===== config.mk =====
export PLATFORM = sky130hd
export DESIGN_NAME = port_direction_control
export DESIGN_NICKNAME = d
export VERILOG_FILES = /design/src/rtl/port_dir_pkg.sv /design/src/rtl/port_direction_control.sv /design/src/rtl/pin_edge_flag.sv
export SDC_FILE = /design/constraint.sdc
export NUM_CORES = 1
export LEC_CHECK = 0
export BUFFER_PORTS_ARGS = -buffer_cell sky130_fd_sc_hd__buf_2
export CAP_MARGIN = 20
export CORE_MARGIN = 2
export CORE_UTILIZATION = 52
export CTS_BUF_LIST = sky130_fd_sc_hd__clkbuf_8
export DETAILED_ROUTE_END_ITERATION = 16
export GPL_ROUTABILITY_DRIVEN = 1
export PLACE_DENSITY = 0.87
export SYNTH_ARGS = -nofsm -noshare
export SYNTH_HDL_FRONTEND = slang
export SYNTH_HIERARCHICAL = 1
export SYNTH_SLANG_ARGS = --single-unit
export TNS_END_PERCENT = 20

===== constraint.sdc =====
create_clock -name core_clk -period 2.5 [get_ports core_clk]
set_clock_uncertainty 0.15 [all_clocks]
set_input_delay 0.125 -clock core_clk [delete_from_list [all_inputs] [get_ports core_clk]]
set_output_delay 0.125 -clock core_clk [all_outputs]
set_load 0.02 [all_outputs]

===== src/rtl/port_dir_pkg.sv =====
// Constants for the port direction control block
package port_dir_pkg;
	localparam logic [15:0] PORT2_DIRECTION_ADDR = 16'hff22;
	localparam logic [15:0] PORT3_DIRECTION_ADDR = 16'hff23;
	localparam logic [15:0] PORT4_DIRECTION_ADDR = 16'hff24;
	localparam logic [15:0] PORT12_DIRECTION_ADDR = 16'hff2c;
	localparam logic [7:0] DIRECTION_RESET = 8'hff;
	localparam int NUM_DIR_REGS = 4;
	localparam int PORT3_PIN0_BIT = 0;
	localparam int PORT3_PIN1_BIT = 1;
	localparam int PORT4_PIN3_BIT = 3;
	localparam int NUM_SHARED_PINS = 3;
	typedef enum logic [1:0] {
		ACC_NONE = 2'b00,
		ACC_BYTE = 2'b01,
		ACC_BIT = 2'b10
	} access_kind_t;
endpackage : port_dir_pkg


===== src/rtl/port_direction_control.sv =====
// Port direction registers with shared-interrupt pin side effect
`timescale 1ns/10ps
module port_direction_control
	import port_dir_pkg::*;
(
	input wire logic core_clk,
	input wire logic rstn,
	input wire logic [15:0] bus_addr,
	input wire logic bus_wr,
	input wire logic bus_rd,
	input wire logic bus_bit_op,
	input wire logic [2:0] bus_bit_sel,
	input wire logic [7:0] bus_wdata,
	output logic [7:0] bus_rdata,
	input wire logic [7:0] port2_latch,
	input wire logic [7:0] port3_latch,
	input wire logic [7:0] port4_latch,
	input wire logic [7:0] port12_latch,
	output logic [7:0] port2_out,
	output logic [7:0] port2_oe,
	output logic [7:0] port3_out,
	output logic [7:0] port3_oe,
	output logic [7:0] port4_out,
	output logic [7:0] port4_oe,
	output logic [7:0] port12_out,
	output logic [7:0] port12_oe,
	output logic [NUM_SHARED_PINS-1:0] intr_request_set
);
	// ****************************************
	// Address decode
	// ****************************************
	function automatic logic [NUM_DIR_REGS-1:0] decode_reg(input logic [15:0] addr);
		decode_reg = {addr == PORT12_DIRECTION_ADDR, addr == PORT4_DIRECTION_ADDR,
			addr == PORT3_DIRECTION_ADDR, addr == PORT2_DIRECTION_ADDR};
	endfunction : decode_reg

	logic [7:0] dir_reg [NUM_DIR_REGS];
	logic [7:0] dir_next [NUM_DIR_REGS];
	logic [7:0] latch_in [NUM_DIR_REGS];
	logic [7:0] out_reg [NUM_DIR_REGS];
	logic [7:0] out_next [NUM_DIR_REGS];
	logic [7:0] oe_reg [NUM_DIR_REGS];
	logic [7:0] oe_next [NUM_DIR_REGS];
	logic [7:0] rdata_reg;
	logic [7:0] rdata_next;
	logic [NUM_DIR_REGS-1:0] hit;
	access_kind_t kind;
	logic [NUM_DIR_REGS-1:0] wr_hit;
	logic [7:0] wr_mask;
	logic [NUM_SHARED_PINS-1:0] tap_en;
	logic [NUM_SHARED_PINS-1:0] tap_level;

	assign latch_in[0] = port2_latch;
	assign latch_in[1] = port3_latch;
	assign latch_in[2] = port4_latch;
	assign latch_in[3] = port12_latch;

	always_comb begin
		hit = decode_reg(bus_addr);
		if (!bus_wr) begin
			kind = ACC_NONE;
		end else if (bus_bit_op) begin
			kind = ACC_BIT;
		end else begin
			kind = ACC_BYTE;
		end
	end

	// ****************************************
	// Write strobes
	// ****************************************
	// Bit writes get a one-hot mask (byte writes use 8'hff), so a bit write cannot spill into its neighbours
	function automatic logic [7:0] bit_mask(input logic [2:0] sel);
		bit_mask = 8'h00;
		bit_mask[sel] = 1'b1;
	endfunction : bit_mask

	always_comb begin
		wr_hit = '0;
		wr_mask = 8'h00;
		case (kind)
			ACC_BYTE: begin
				wr_hit = hit;
				wr_mask = 8'hff;
			end
			ACC_BIT: begin
				wr_hit = hit;
				wr_mask = bit_mask(bus_bit_sel);
			end
			ACC_NONE: begin
				wr_hit = '0;
				wr_mask = 8'h00;
			end
			default: begin
				wr_hit = '0;
				wr_mask = 8'h00;
			end
		endcase
	end

	// ****************************************
	// Direction registers
	// ****************************************
	genvar g;
	generate
		for (g = 0; g < NUM_DIR_REGS; g++) begin : g_dir
			always_comb begin
				dir_next[g] = dir_reg[g];
				if (wr_hit[g]) begin
					dir_next[g] = (dir_reg[g] & ~wr_mask) | (bus_wdata & wr_mask);
				end
			end

			always_ff @(posedge core_clk or negedge rstn) begin
				if (!rstn) begin
					dir_reg[g] <= DIRECTION_RESET;
				end else begin
					dir_reg[g] <= dir_next[g];
				end
			end
		end
	endgenerate

	// ****************************************
	// Pin drivers
	// ****************************************
	generate
		for (g = 0; g < NUM_DIR_REGS; g++) begin : g_pin
			always_comb begin
				// Taken from the new direction so pins follow a write at the same edge
				oe_next[g] = ~dir_next[g];
				out_next[g] = latch_in[g] & ~dir_next[g];
			end

			always_ff @(posedge core_clk or negedge rstn) begin
				if (!rstn) begin
					oe_reg[g] <= ~DIRECTION_RESET;
					out_reg[g] <= 8'h00;
				end else begin
					oe_reg[g] <= oe_next[g];
					out_reg[g] <= out_next[g];
				end
			end
		end
	endgenerate

	// ****************************************
	// Read path
	// ****************************************
	// Zero unless a read hits, so an idle bus never shows stale data
	always_comb begin
		rdata_next = 8'h00;
		for (int i = 0; i < NUM_DIR_REGS; i++) begin
			if (bus_rd && hit[i]) begin
				rdata_next = dir_reg[i];
			end
		end
	end

	always_ff @(posedge core_clk or negedge rstn) begin
		if (!rstn) begin
			rdata_reg <= 8'h00;
		end else begin
			rdata_reg <= rdata_next;
		end
	end

	// ****************************************
	// Shared interrupt pins
	// ****************************************
	// Only driven levels count; input-mode pins are watched by the interrupt block itself
	always_comb begin
		tap_en[0] = oe_reg[1][PORT3_PIN0_BIT];
		tap_level[0] = out_reg[1][PORT3_PIN0_BIT];
		tap_en[1] = oe_reg[1][PORT3_PIN1_BIT];
		tap_level[1] = out_reg[1][PORT3_PIN1_BIT];
		tap_en[2] = oe_reg[2][PORT4_PIN3_BIT];
		tap_level[2] = out_reg[2][PORT4_PIN3_BIT];
	end

	pin_edge_flag u_port3_pin0 (
		.core_clk(core_clk),
		.rstn(rstn),
		.drive_en(tap_en[0]),
		.drive_level(tap_level[0]),
		.change_pulse(intr_request_set[0])
	);
	pin_edge_flag u_port3_pin1 (
		.core_clk(core_clk),
		.rstn(rstn),
		.drive_en(tap_en[1]),
		.drive_level(tap_level[1]),
		.change_pulse(intr_request_set[1])
	);
	pin_edge_flag u_port4_pin3 (
		.core_clk(core_clk),
		.rstn(rstn),
		.drive_en(tap_en[2]),
		.drive_level(tap_level[2]),
		.change_pulse(intr_request_set[2])
	);

	// ****************************************
	// Outputs
	// ****************************************
	// Every output comes straight from its register
	assign bus_rdata = rdata_reg;
	assign port2_out = out_reg[0];
	assign port2_oe = oe_reg[0];
	assign port3_out = out_reg[1];
	assign port3_oe = oe_reg[1];
	assign port4_out = out_reg[2];
	assign port4_oe = oe_reg[2];
	assign port12_out = out_reg[3];
	assign port12_oe = oe_reg[3];
endmodule : port_direction_control


===== src/rtl/pin_edge_flag.sv =====
// Level-change detector for one shared interrupt pin
`timescale 1ns/10ps
module pin_edge_flag
	import port_dir_pkg::*;
(
	input wire logic core_clk,
	input wire logic rstn,
	input wire logic drive_en,
	input wire logic drive_level,
	output logic change_pulse
);
	logic last_reg;
	logic last_next;
	logic pulse_reg;
	logic pulse_next;

	always_comb begin
		last_next = drive_level;
		pulse_next = drive_en && (drive_level != last_reg);
	end

	always_ff @(posedge core_clk or negedge rstn) begin
		if (!rstn) begin
			last_reg <= 1'b0;
			pulse_reg <= 1'b0;
		end else begin
			last_reg <= last_next;
			pulse_reg <= pulse_next;
		end
	end

	assign change_pulse = pulse_reg;
endmodule : pin_edge_flag


Word-level counts from Yosys, hierarchy flattened
Cells that the tools add are included.
Operators by class
  order comparisons: 2
  equality and inequality tests: 9
  mux-type cells: 14
  bitwise operators: 18
  reductions and logical operators: 9
Operators with widths (count)
  8-bit AND: 9
  16-bit equality test (second input constant): 4
  8-bit 2-to-1 mux: 8
  8-bit NOT: 5
  8-bit OR: 4
  8-bit case mux with 2 select lines: 1
  1-bit logical AND: 8
  3-bit by 4-bit less-than comparator with 1-bit output (second input constant): 1
  2-bit 2-to-1 mux: 2
  4-bit 2-to-1 mux: 1
  1-bit demux with 3-bit select: 1
  3-bit by 1-bit greater-or-equal comparator with 1-bit output (second input constant): 1
  1-bit inequality test: 3
  2-bit by 1-bit equality test with 1-bit output (second input constant): 1
  2-bit equality test (second input constant): 1
  2-bit OR reduction: 1
  1-bit 2-to-1 mux: 1
Storage, ports and cells
  flip-flop bits (word level): 110
  bits of input ports: 64

Longest topological paths before layout
  word-level depth: 11
  mapped depth: 7
  gate-level depth less buffers: 4

Cells and area by module
Netlist, hierarchy kept.
By module, submodules not included
  port_direction_control: instances 1, cells each 416, area each 4714.5 µm²
  pin_edge_flag: instances 3, cells each 4, area each 65.1 µm²

Least setup slack after synthesis
No wires, ideal clock.
  path kind: input to register
  start point: input port bus_addr[4]
  end point: register out_reg (netlist bit port12_out[6])
  setup time: 0.087 ns
  data arrival time: 1.357 ns
  setup slack: 0.906 ns
  stages on the path: 5
  path buffers: 1
  path through: nor4b_4 nand4_2 buf_2 o31a_1 a211oi_2
RTL lines
  from (decl): RTL line port_direction_control.sv:8  | input wire logic [15:0] bus_addr,
  to (signal, indexed assignment): RTL line port_direction_control.sv:141  | out_reg[g] <= out_next[g];
  to (decl): RTL line port_direction_control.sv:40  | logic [7:0] out_reg [NUM_DIR_REGS];

==> results.md <==
* DR WL/cell at 17.88 µm
* Via-to-Cell Ratio at around 5.7
* Worst Slack Setup Final at between 0.2 and 0.25 ns
* Final setup vio count at 0
* Sinks on Clock Net at 110
* Setup slack, reg-to-reg at roughly 0.83 ns
* Via count at 4,136
* RSZ-0062 raised after global routing: no
* Final worst-path cycle share at 91.99%
* Dpl hpwl at 8750 µm
* Top-area cell type share of the netlist area at 39.76%
* Final Hold Vio Count at 0
* Critical Setup Path Class: input port to register
* Yosys warns at 6
* Port-buffer cells at 138
* Crit path max fanout at 14
* Synth top area cells: dfrtp_1 40%, dfstp_2 17%, and4_1 3.0%, o31a_1 2.7%, inv_1 2.5%
* CP endpoint kind: register
* Leak at 3.035 nW
* Synthesized area per cell at 11.47 µm²
* Die width at approximately 100 µm
* Clk pin slew, worst setup/hold paths at 0.10 ns
* Worst-Margin Slew at 0.6041 ns
* Reg2reg start: dir_reg[11]
* Post-CTS sizing at 0
* Filler Cells Inserted at 673
* Fmax at 0.4348 GHz
* DRT iter0 DRCs at 182
* DR pass1 iterations at 5
* Root Driver: clkbuf_8
* DRC errors left at 0
* Layout cells sized above 1 at 34.73%
* Initial antenna violation count at 0
* Commonest non-fill, non-tap cells in the layout: 137 x buf_2, 78 x dfrtp_1, 56 x dlygate4sd3_1, 34 x inv_1, 32 x dfstp_2
* Max IR drop VDD at between 200 and 300 µV
* Syn-to-layout area delta at 31.45%
* Commonest non-fill, non-tap cell in the layout: buf_2
* Vias in the first global route at 4,127
* Total CTS buffers at 9
* Mapped Nets at 492
* CP Data Required Time at 2.66 ns
* Post-CTS Setup Inserts at 0
* Global-route wire length before repair at 20,380 µm
* Core ar. at 0.009196 mm²
* Top_reg_cell synth: dfrtp_1
* Mapped Cells at 428
* Congestion Overflow GR at 0
* Clock Latency Late Sink at between 0.3 and 0.4 ns
* Slew Viols, Final at 0
* H-Tree Depth at 3
* Critical path startpoint: bus_addr[4]
* Nets at 678
* RePlAce Congestion at 0.9024
* Cts hold-fix bufs at 56
* CP Launch Type: input port
* Max reg flops at 32
* Async set-reset flop share out of synthesis at 100.0%
* Cell variety after synth at 49
* Synthesized area at 0.004910 mm²
* Design area at 0.006454 mm²
* Post-synth EDFFs at 0
* Total Wirelength at 13,050 µm
* Slew headroom at 59.64%
* CP arrival at between 2 and 2.5 ns
* Largest net degree at the start of global routing at 83
* Die Span Y at 101.2 µm
* R2r worst-path depth at 3
* Power Density at 504.1 mW/mm²
* Post-layout min period at 2.300 ns
* CTS tree: done
* Antenna Nets Post-Route at 0
* Yosys reg bits at 110
* CTS Buffer Depth at 2
* Crit path to: port12_out[3]
* Total GRT Usage at 26.07%
* Initial Utilization at 53.39%
* Synth area leader: dfrtp_1
* Number of inserted diodes at 0
* Register area share after synthesis at 56.88%
* Number of cell rows at 35
* Reg2reg end: port4_out[3]
* Max-cap violations at 0
* Ports at 139
* HP Class: input port to register
* Placed Area at 0.005693 mm²
* Place WS at about 0.42 ns
* Die footprint at around 0.010 mm²
* Status: finished clean
* Setup TNS at 0 ns
==> report_power, final <==
group | internal [mW] | switching, mW | total [mW]
Sequential | 1.81 | 0.00944 | 1.82
Clock | 0.467 | 0.608 | 1.08
Combinational | 0.153 | 0.206 | 0.359
==> worst max-delay path, cell delays in order <==
cell	delay, ns
buf_2	0.11
nor4b_4	0.45
nand4_2	0.46
o31a_1	0.46
a211oi_1	0.26
dlygate4sd3_1	0.59
==> layout make-up <==
cell class                 count  area, µm²  area share (%)
clock buffer                   9      123.9           1.919
clock inverter                 7      76.32           1.183
inverter                      33      123.9           1.919
multi-input combinational    257       1864           28.89
sequential                   110       2793           43.27
tap                          111      138.9           2.152
timing repair buffer         203       1334           20.67
==> how the worst min path moves through the flow <==
stage,from,end,slack (ns),depth (start not counted)
floorplan,rstn,bus_rdata[0],-0.32,0
global placement,rstn,u_port3_pin1/change_pulse,-0.08,1
detailed placement,rstn,u_port3_pin1/change_pulse,-0.08,1
CTS,bus_rd,bus_rdata[7],0.04,3
global route,bus_rd,bus_rdata[7],0.07,3
finish,bus_rd,bus_rdata[7],0.06,3
==> routing by layer <==
layer	global-route usage (%)	part of all wire, %	vias up
met5	0	0	-
met4	12.99	3.6	0
met1	33.13	42	1979
met3	4.900	6.2	35
li1	-	-	1950
met2	43.05	48	172
==> stage by stage <==
step	power, mW	hold WS, ns	std cells	util, %
global route	3.372	0.07102	730	70.18
global placement	2.132	-0.07895	658	61.90
CTS	3.271	0.04140	730	70.18
floorplan	1.988	-0.3206	428	-
detailed placement	2.141	-0.07540	658	61.90
finish	3.253	0.06136	730	70.18
==> Yosys cell counts (8+ instances only) <==
library cell / instances
inv_1: 33
buf_2: 8
nand3_1: 16
a311oi_1: 8
nand2_1: 15
dfstp_2: 32
a211oi_1: 16
a21o_1: 15
nor3_1: 9
o31a_1: 15
mux2i_1: 12
and2_1: 10
and4_1: 17
nand2b_1: 14
clkbuf_1: 15
a31oi_1: 8
a21oi_1: 20
a31o_2: 8
dfrtp_1: 78
==> cell families (layout without fill, tap and decap cells) <==
family,Yosys count,after routing,share of synthesized area [%]
buffers and inverters,61,252,5.148
DFF,110,110,56.88
and+or+nand+nor,110,110,14.40
xor gates and xnor gates,3,3,0.5353
AOI/OAI and AO/OA,126,126,19.22
muxes,18,18,3.823
Note: power is estimated with default switching activity, not from simulation.
